<file path="src/pkg/lsf_params.svh">
// Constants for the link sub-block formatter: offsets, fields, resets, timing.
// Assumes inclusion by bare name from the design and the bench.
`ifndef LSF_PARAMS_SVH
`define LSF_PARAMS_SVH
`define LSF_A_CTRL 8'h00
`define LSF_A_ID 8'h04
`define LSF_A_PLEN 8'h08
`define LSF_A_SUBS 8'h0C
`define LSF_A_STAT 8'h10
`define LSF_CTRL_RST 12'hC01
`define LSF_ID_RST 25'h0400001
`define LSF_PLEN_RST 8'h04
`define LSF_TAG_HDR 4'hC
`define LSF_TAG_MHDR 4'hE
`define LSF_FMT_NEUT 3'h0
`define LSF_FMT_ZS 3'h1
`define LSF_F_GP 0
`define LSF_F_GI 1
`define LSF_F_BM 2
`define LSF_F_DFO 3
`define LSF_F_MSE 4
`define LSF_F_GD 5
`define LSF_F_GT 6
`define LSF_TIMEOUT_NS 10000
`define LSF_CLK_NS 40
`define LSF_TIMEOUT_CYC (`LSF_TIMEOUT_NS / `LSF_CLK_NS)
`endif

</file>
<file path="src/pkg/lsf_pkg.sv">
// Types for the link sub-block formatter.
// Assumes nothing of its surroundings.
package lsf_pkg;
	typedef enum logic [3:0] {
		ST_IDLE = 4'h1,
		ST_WAIT = 4'h2,
		ST_DATA = 4'h4,
		ST_STAT = 4'h8
	} lsf_state_e;
	typedef enum logic [3:0] {
		CAT_NEUT = 4'h0,
		CAT_PPM = 4'h1,
		CAT_CPT = 4'h2,
		CAT_CPH = 4'h3,
		CAT_MRG = 4'h4,
		CAT_JET = 4'h5,
		CAT_JETET = 4'h6,
		CAT_EX = 4'h7,
		CAT_EY = 4'h8,
		CAT_SUM = 4'h9
	} lsf_cat_e;
endpackage

</file>
<file path="src/rtl/lsf_formatter.sv">
// Link sub-block formatter: serial link ticks to 32-bit sub-blocks.
// Assumes an AHB-Lite master on hclk and link pins from another clock.
//
// Decided for this implementation: register access over AHB-Lite and the register addresses.
`timescale 1ns/1ps
`default_nettype none
`include "lsf_params.svh"

module lsf_formatter #(
	parameter int TIMEOUT_CYC = `LSF_TIMEOUT_CYC
) (
	// Clock and reset
	input wire logic hclk,
	input wire logic hresetn,
	// AHB-Lite slave
	input wire logic hsel,
	input wire logic [31:0] haddr,
	input wire logic [1:0] htrans,
	input wire logic hwrite,
	input wire logic [2:0] hsize,
	input wire logic [31:0] hwdata,
	input wire logic hready,
	output logic [31:0] hrdata,
	output logic hreadyout,
	output logic hresp,
	// Serial link pins
	input wire logic [19:0] link_data,
	input wire logic link_data_valid_n,
	input wire logic link_ready,
	input wire logic tick_protocol_err,
	// Trigger side, same clock
	input wire logic trigger_accept,
	input wire logic [11:0] bunch_number,
	input wire logic readout_fifo_overflow,
	input wire logic module_specific_err,
	// Sub-block output
	output logic [31:0] out_word,
	output logic out_valid
);
	logic [19:0] d1_r, d2_r;
	logic [2:0] c1_r, c2_r;
	logic pend_r, pwr_r;
	logic [7:0] paddr_r;
	logic [31:0] hrdata_r;
	logic hready_r;
	logic [11:0] ctrl_r;
	logic [24:0] id_r;
	logic [7:0] plen_r;
	logic [31:0] subs_r;
	logic [4:0] emap_r;
	logic pfail_r;
	lsf_pkg::lsf_state_e state_r;
	logic [2:0] slice_r;
	logic [7:0] idx_r;
	logic [19:0] par_r;
	logic [6:0] flags_r, fl_c;
	logic [5:0] bcnf_r;
	logic [15:0] tmr_r;
	logic [31:0] word_r;
	logic valid_r;
	logic [1:0] kind_r;

	// Two-stage pin synchronisers
	always_ff @(posedge hclk or negedge hresetn) begin
		if (!hresetn) begin
			d1_r <= 20'h00000;
			d2_r <= 20'h00000;
			c1_r <= 3'h4;
			c2_r <= 3'h4;
		end else begin
			d1_r <= link_data;
			d2_r <= d1_r;
			c1_r <= {link_data_valid_n, link_ready, tick_protocol_err};
			c2_r <= c1_r;
		end
	end

	logic tick, rdy, perr, neut, w20, last;
	logic [19:0] td;
	logic [3:0] htag;
	logic [5:0] seqno;
	lsf_pkg::lsf_cat_e cat;
	assign tick = !c2_r[2];
	assign rdy = c2_r[1];
	assign perr = c2_r[0];
	assign neut = ctrl_r[2:0] == `LSF_FMT_NEUT;
	assign w20 = ctrl_r[3];
	assign cat = lsf_pkg::lsf_cat_e'(ctrl_r[7:4]);
	assign td = w20 ? d2_r : {4'h0, d2_r[15:0]};
	assign htag = neut ? (ctrl_r[11:8] & 4'hE) : (cat == lsf_pkg::CAT_MRG ? `LSF_TAG_MHDR : `LSF_TAG_HDR);
	assign seqno = (cat == lsf_pkg::CAT_PPM) ? id_r[21:16] : {3'h0, slice_r};
	assign last = neut || ({1'b0, slice_r} + 4'h1 >= {1'b0, id_r[10:8]});

	function automatic logic [31:0] pay_word(lsf_pkg::lsf_cat_e c, logic [19:0] d);
		begin
			case (c)
				lsf_pkg::CAT_PPM: pay_word = {1'b0, 11'h000, d};
				lsf_pkg::CAT_CPT: pay_word = {2'b01, 10'h000, d};
				lsf_pkg::CAT_CPH: pay_word = {2'b10, 10'h000, d};
				lsf_pkg::CAT_JET: pay_word = {3'b100, 9'h000, d};
				lsf_pkg::CAT_JETET: pay_word = {3'b101, 9'h000, d};
				lsf_pkg::CAT_EX: pay_word = {4'b0100, 8'h00, d};
				lsf_pkg::CAT_EY: pay_word = {4'b0110, 8'h00, d};
				lsf_pkg::CAT_SUM: pay_word = {4'b0101, 8'h00, d};
				default: pay_word = {2'b00, 10'h000, d};
			endcase
		end
	endfunction

	function automatic logic [4:0] low_pin(logic [19:0] v);
		begin
			low_pin = 5'h00;
			for (int i = 19; i >= 0; i--) begin
				if (v[i]) begin
					low_pin = 5'(i);
				end
			end
		end
	endfunction

	logic [31:0] hdr_w, stat_w;
	logic par_tick, par_bad;
	assign par_tick = state_r == lsf_pkg::ST_DATA && !neut && tick && idx_r == plen_r;
	assign par_bad = |(par_r ^ td);
	assign hdr_w = {htag, id_r[24:22], ctrl_r[2:0], seqno, id_r[7:4], id_r[3:0], id_r[15:11], id_r[10:8]};
	assign stat_w = {htag | 4'h1, bcnf_r, seqno, id_r[7:4], id_r[3:0], 1'b0, fl_c};

	// Error flags for the current slice
	always_comb begin
		fl_c = flags_r;
		if (state_r != lsf_pkg::ST_IDLE && !rdy) begin
			fl_c[`LSF_F_GD] = 1'b1;
		end
		if (tick && perr && state_r != lsf_pkg::ST_IDLE) begin
			fl_c[`LSF_F_GI] = 1'b1;
		end
		if (state_r != lsf_pkg::ST_IDLE) begin
			fl_c[`LSF_F_DFO] = flags_r[`LSF_F_DFO] | readout_fifo_overflow;
			fl_c[`LSF_F_MSE] = flags_r[`LSF_F_MSE] | module_specific_err;
		end
		if (par_tick && par_bad) begin
			fl_c[`LSF_F_GP] = 1'b1;
		end
		if (neut) begin
			fl_c[`LSF_F_GP] = 1'b0;
			fl_c[`LSF_F_BM] = 1'b0;
		end
	end

	// AHB-Lite slave, one wait state per transfer
	logic take;
	assign take = hsel && htrans[1] && hready;
	always_ff @(posedge hclk or negedge hresetn) begin
		if (!hresetn) begin
			pend_r <= 1'b0;
			pwr_r <= 1'b0;
			paddr_r <= 8'h00;
			hready_r <= 1'b1;
		end else begin
			pend_r <= take;
			hready_r <= !take;
			if (take) begin
				pwr_r <= hwrite && hsize == 3'h2 && haddr[31:8] == 24'h000000;
				paddr_r <= haddr[7:0];
			end
		end
	end

	always_ff @(posedge hclk or negedge hresetn) begin
		if (!hresetn) begin
			hrdata_r <= 32'h00000000;
		end else if (pend_r) begin
			case (paddr_r)
				`LSF_A_CTRL: hrdata_r <= {20'h00000, ctrl_r};
				`LSF_A_ID: hrdata_r <= {7'h00, id_r};
				`LSF_A_PLEN: hrdata_r <= {24'h000000, plen_r};
				`LSF_A_SUBS: hrdata_r <= subs_r;
				`LSF_A_STAT: hrdata_r <= {24'h000000, 1'b0, state_r == lsf_pkg::ST_IDLE, pfail_r, emap_r};
				default: hrdata_r <= 32'h00000000;
			endcase
		end
	end

	logic wr;
	assign wr = pend_r && pwr_r;
	always_ff @(posedge hclk or negedge hresetn) begin
		if (!hresetn) begin
			ctrl_r <= `LSF_CTRL_RST;
			id_r <= `LSF_ID_RST;
			plen_r <= `LSF_PLEN_RST;
			subs_r <= 32'h00000000;
		end else if (wr) begin
			case (paddr_r)
				`LSF_A_CTRL: ctrl_r <= hwdata[11:0];
				`LSF_A_ID: id_r <= hwdata[24:0];
				`LSF_A_PLEN: plen_r <= hwdata[7:0];
				`LSF_A_SUBS: subs_r <= hwdata;
				default: ;
			endcase
		end
	end

	// Error map: a write to STAT clears, a new failure wins
	always_ff @(posedge hclk or negedge hresetn) begin
		if (!hresetn) begin
			emap_r <= 5'h00;
			pfail_r <= 1'b0;
		end else if (par_tick && par_bad) begin
			emap_r <= low_pin(par_r ^ td);
			pfail_r <= 1'b1;
		end else if (wr && paddr_r == `LSF_A_STAT) begin
			emap_r <= 5'h00;
			pfail_r <= 1'b0;
		end
	end

	// Sub-block sequencer
	always_ff @(posedge hclk or negedge hresetn) begin
		if (!hresetn) begin
			state_r <= lsf_pkg::ST_IDLE;
			slice_r <= 3'h0;
			idx_r <= 8'h00;
			par_r <= 20'h00000;
			flags_r <= 7'h00;
			bcnf_r <= 6'h00;
			tmr_r <= 16'h0000;
			word_r <= 32'h00000000;
			valid_r <= 1'b0;
			kind_r <= 2'h0;
		end else begin
			valid_r <= 1'b0;
			if (state_r != lsf_pkg::ST_IDLE) begin
				flags_r <= fl_c;
			end
			case (state_r)
				lsf_pkg::ST_IDLE: begin
					slice_r <= 3'h0;
					flags_r <= 7'h00;
					bcnf_r <= 6'h00;
					tmr_r <= 16'h0000;
					if (trigger_accept) begin
						state_r <= lsf_pkg::ST_WAIT;
						if (neut) begin
							word_r <= hdr_w;
							valid_r <= 1'b1;
							kind_r <= 2'h1;
						end
					end
				end
				lsf_pkg::ST_WAIT: begin
					tmr_r <= tmr_r + 16'h0001;
					if (tick) begin
						state_r <= lsf_pkg::ST_DATA;
						idx_r <= 8'h00;
						valid_r <= 1'b1;
						if (neut) begin
							word_r <= {2'b00, 7'h00, tick, !rdy, perr, td};
							kind_r <= 2'h0;
						end else begin
							word_r <= hdr_w;
							kind_r <= 2'h1;
							par_r <= td;
							if (td[11:0] != bunch_number) begin
								flags_r[`LSF_F_BM] <= 1'b1;
								flags_r[`LSF_F_GD] <= fl_c[`LSF_F_GD];
								bcnf_r <= td[5:0];
							end
						end
					end else if (tmr_r == 16'(TIMEOUT_CYC - 1)) begin
						flags_r[`LSF_F_GT] <= 1'b1;
						state_r <= lsf_pkg::ST_STAT;
						if (!neut) begin
							word_r <= hdr_w;
							valid_r <= 1'b1;
							kind_r <= 2'h1;
						end
					end
				end
				lsf_pkg::ST_DATA: begin
					if (neut) begin
						if (tick) begin
							word_r <= {2'b00, 7'h00, tick, !rdy, perr, td};
							valid_r <= 1'b1;
							kind_r <= 2'h0;
						end else begin
							valid_r <= |fl_c;
							word_r <= stat_w;
							kind_r <= 2'h2;
							state_r <= lsf_pkg::ST_IDLE;
						end
					end else if (tick) begin
						if (idx_r != plen_r) begin
							par_r <= par_r ^ td;
							idx_r <= idx_r + 8'h01;
							word_r <= pay_word(cat, td);
							kind_r <= 2'h0;
							valid_r <= td != 20'h00000 && !subs_r[idx_r[4:0]];
						end else begin
							valid_r <= |fl_c;
							word_r <= stat_w;
							kind_r <= 2'h2;
							flags_r <= 7'h00;
							bcnf_r <= 6'h00;
							tmr_r <= 16'h0000;
							slice_r <= slice_r + 3'h1;
							state_r <= last ? lsf_pkg::ST_IDLE : lsf_pkg::ST_WAIT;
						end
					end
				end
				lsf_pkg::ST_STAT: begin
					valid_r <= 1'b1;
					word_r <= stat_w;
					kind_r <= 2'h2;
					state_r <= lsf_pkg::ST_IDLE;
				end
				default: state_r <= lsf_pkg::ST_IDLE;
			endcase
		end
	end

	assign hrdata = hrdata_r;
	assign hreadyout = hready_r;
	assign hresp = 1'b0;
	assign out_word = word_r;
	assign out_valid = valid_r;
endmodule // lsf_formatter
`default_nettype wire

</file>
<file path="config.mk">
export PLATFORM = sky130hd
export DESIGN_NAME = lsf_formatter
export DESIGN_NICKNAME = d
export VERILOG_FILES = /design/src/pkg/lsf_pkg.sv /design/src/rtl/lsf_formatter.sv
export VERILOG_INCLUDE_DIRS = /design/src /design/src/pkg
export SDC_FILE = /design/constraint.sdc
export NUM_CORES = 1
export LEC_CHECK = 0
export BUFFER_PORTS_ARGS = -buffer_cell sky130_fd_sc_hd__buf_2
export CAP_MARGIN = 20
export CORE_ASPECT_RATIO = 1.1
export CORE_UTILIZATION = 34
export DETAILED_ROUTE_END_ITERATION = 16
export PLACE_DENSITY = 0.5
export SETUP_SLACK_MARGIN = 0.5
export SYNTH_ARGS = -nofsm -noshare
export SYNTH_HDL_FRONTEND = slang
export SYNTH_SLANG_ARGS = --single-unit
</file>
<file path="constraint.sdc">
create_clock -name hclk -period 2.45 [get_ports hclk]
set_clock_uncertainty 0.2 [all_clocks]
set_input_delay 0 -clock hclk [delete_from_list [all_inputs] [get_ports hclk]]
set_output_delay 0 -clock hclk [all_outputs]
set_load 0.02 [all_outputs]
</file>
==> reports/metrics.yaml <==
status: "finished, violations left"
violations: "setup timing"
synth_xor_area_frac: 0.0407
final_antenna_net_count: 0
drv_slew: 0
setup_slack_ns: -0.106
crit_arrival_ns: 2.79
grt_max_degree: 68
swShare: 0.308
rsz0062_at_grt: "yes"
routed_wl_um: 43200
syn_area_um2: 12700
start_util: 0.349
synth_adder_area_share: 0.00689
nets: 1782
r2r-end: "out_word[4]$_DFFE_PN0P_"
ys_seq_elements: 269
die-area_um2: 38100
switchingPower_uw: 4350
n_fill_cell: 3107
synth-main-ff-cell: "dfrtp_1"
die_x_um: 186
diodes: 0
syn2layout_area_growth_pct: 57.4
synth_cell_types: 73
fin_util: 0.549
critical_path_class: "flop to flop"
r2r_slack_ns: -0.11
regToRegStartpoint: "state_r[3]$_DFFE_PN0P_"
die_h_um: 205
vias: 11234
min_to: "subs_r[12]$_DFFE_PN0P_"
dp_slack_ns: -0.0565
tns_ns: -2.80
p_seq_frac: 0.354
min_period_over_period: 1.04
synth_cells: 1176
synth_edf_count: 0
num_rows: 73
p_int_uw: 9760
worstHoldPathType: "input pin to flop"
ys_warn_count: 0
slew_headroom: 0.624
io_buffers: 176
synth.net_count: 1295
required_ns: 2.69
firstDrtPassIters: 6
antenna_found_initial: 0
io_pins: 179
dp.cells: 1886
grt_pass1_wl_um: 65600
grt_pass1_vias: 11322
core_area_um2: 36400
first_iter_violations: 720
clockPowerShare: 0.325
vdd_drop_max_uv: 667
hp-start: "hwdata[12]"
final_cells: 2172
gp_congestion: 0.899
grt_use_total: 0.222
max_freq_mhz: 391
synthArstFlopShare: 1.00
critPathLaunchType: "flop"
syn_area_per_cell_um2: 10.8
drc: 0
power_density_nw_per_um2: 706
r2r_cells: 13
clk_latency_ns: 0.58
cts_tree: "built"
crit_fanout: 7
synth_simple_gate_area_frac: 0.130
grt-ovfl-total: 0
whs_path_depth: 3
dp_hpwl_um: 28500
synth_top_family_by_area: "compound AO/OA/AOI/OAI gates"
combPwrFrac: 0.321
synth_compound_area_frac: 0.138
ys_seq_area_frac: 0.531
numCtsBuffers: 30
tightest_slew_ns: 0.556
clkSlewWorstSetupHoldPaths_ns: 0.06
setup_viol: 68
htreeDepth: 1
drv_cap: 0
drive_gt1_frac: 0.467
clockBufferDepth: 3
hold_viol: 0
period_minus_slack_ns: 2.56
critPathCaptureType: "flop"
p_leak_uw: 0.00893
synthMuxAreaShare: 0.110
cts_root_buffer: "clkbuf_16"
viasPerCell: 5.17
cts_num_sinks: 269
wl_per_cell_um: 19.9
-- layout make-up --
cell class / instances / area (um^2) / share of cell area
Clock buffer: 40 / 828 / 0.0414
Tap cell: 487 / 609 / 0.0305
Timing Repair Buffer: 538 / 4670 / 0.234
Clock inverter: 14 / 174 / 0.00870
Multi-Input combinational cell: 783 / 6800 / 0.340
Inverter: 41 / 154 / 0.00770
Sequential cell: 269 / 6760 / 0.338
-- synthesized netlist by cell type (all sizes together), types with 3 or more instances --
cell type  instances  area share
a21o               6      0.0035
nor2b              9      0.0044
or4b               4      0.0032
ha                 7      0.0069
or3                4      0.0020
nor4b              6      0.0046
o21ai             86       0.034
nand3             50       0.020
buf               33       0.016
o21bai             3      0.0018
or4                6      0.0041
dfrtp            259        0.51
nand2             80       0.024
a31oi             18      0.0089
o22ai             26       0.013
and4               3      0.0021
o211ai             7      0.0041
and3b              3      0.0021
mux2i             24       0.019
a21oi             63       0.026
a22o               6      0.0041
a22oi             29       0.017
nor2              80       0.026
o311ai             4      0.0028
nor4              18      0.0098
mux2              88       0.080
clkbuf            51       0.015
nand3b             4      0.0024
nand4             13      0.0064
inv               41       0.012
xnor2             28       0.019
mux4               6       0.011
o31ai              6      0.0035
and3               8      0.0039
a221oi             3      0.0021
dfstp             10       0.021
xor2              31       0.021
a222oi             9      0.0071
nor3              14      0.0059
and2               4      0.0020
-- layer usage --
metal / GRT usage / wire [um] / vias to the layer above
li1: - / - / 5224
met1: 0.288 / 18200 / 5637
met2: 0.382 / 21700 / 295
met3: 0.0248 / 1820 / 78
met4: 0.0788 / 1470 / 0
met5: 0 / 0 / -
-- sequential cells by signal, summed over array words and instances, names as in the netlist, 5 cells and up --
name      count
par_r        20
hrdata       32
tmr_r        16
out_word     32
d1_r         20
flags_r       7
id_r         25
plen_r        8
idx_r         8
paddr_r       8
ctrl_r       12
subs_r       32
bcnf_r        6
emap_r        5
d2_r         20
-- critical path, stage by stage (launching register included) --
cell and delay (ns):
dfrtp_2 0.43, buf_6 0.12, buf_6 0.10, nor4b_4 0.32, buf_4 0.18, buf_6 0.09
o211ai_1 0.12, o211ai_1 0.14, buf_4 0.20, buf_12 0.13, buf_12 0.10, buf_6 0.10
buf_16 0.12, o21ai_2 0.05
-- power by group through the flow --
| stage | logic [uW] | clock network [uW] | registers [uW] |
|---|---|---|---|
| 4_1_cts | 3980 | 4700 | 4970 |
| 3_5_place_dp | 2410 | 0 | 5040 |
| 2_1_floorplan | 1260 | 0 | 5150 |
| 3_3_place_gp | 2390 | 0 | 5040 |
| 6_report | 4530 | 4590 | 4990 |
| 5_1_grt | 4750 | 4880 | 5020 |
-- through the flow --
step,hold WS [ns],area (um^2),total power (uW)
after floorplan,-0.496,13100,6410
after global placement,-0.210,15200,7430
after detailed placement,-0.210,15200,7450
after CTS,0.00445,19100,13700
after global routing,0.0198,20000,14700
final,0.0191,20000,14100
-- placed cells by master, fill, tap and decap left out, drive strengths merged, types with 10 or more instances in the layout --
master	count
inv	41
xor2	31
clkbuf	43
dfrtp	259
o21ai	86
nor3	14
buf	406
a31oi	18
o22ai	26
nand4	13
dlygate4sd3	129
dfstp	10
a22oi	29
mux2i	24
nor4	18
mux2	88
nand2	80
a21oi	64
xnor2	28
nor2	80
nand3	50
-- worst max path at each step --
stage | cells after the start | startpoint | endpoint
floorplan | 8 | paddr_r[1]$_DFFE_PN0P_ | ctrl_r[2]$_DFFE_PN0P_
global placement | 6 | paddr_r[1]$_DFFE_PN0P_ | ctrl_r[1]$_DFFE_PN0P_
detailed placement | 6 | paddr_r[1]$_DFFE_PN0P_ | ctrl_r[1]$_DFFE_PN0P_
CTS | 6 | paddr_r[1]$_DFFE_PN0P_ | ctrl_r[1]$_DFFE_PN0P_
global route | 14 | state_r[3]$_DFFE_PN0P_ | out_word[5]$_DFFE_PN0P_
finish | 13 | state_r[3]$_DFFE_PN0P_ | out_word[4]$_DFFE_PN0P_
-- cell families after synthesis --
group / count (synthesis)
flops: 269
other cells: 1
simple gates: 316
fa+ha+maj: 7
buf+inv: 125
compound gates: 281
mux: 118
xor+xnor: 59
-- timing repair --
| action | 4_1_cts | 5_1_grt |
|---|---|---|
| gates cloned | 10 | 4 |
| endpoints found under the hold margin | 387 | 0 |
| hold buffers | 129 | 0 |
| setup endpoints to repair | 212 | 212 |
| pin swaps | 71 | 53 |
| setup buffers | 67 | 22 |
| resized for setup | 199 | 159 |
(Power assumes the default switching activity.)
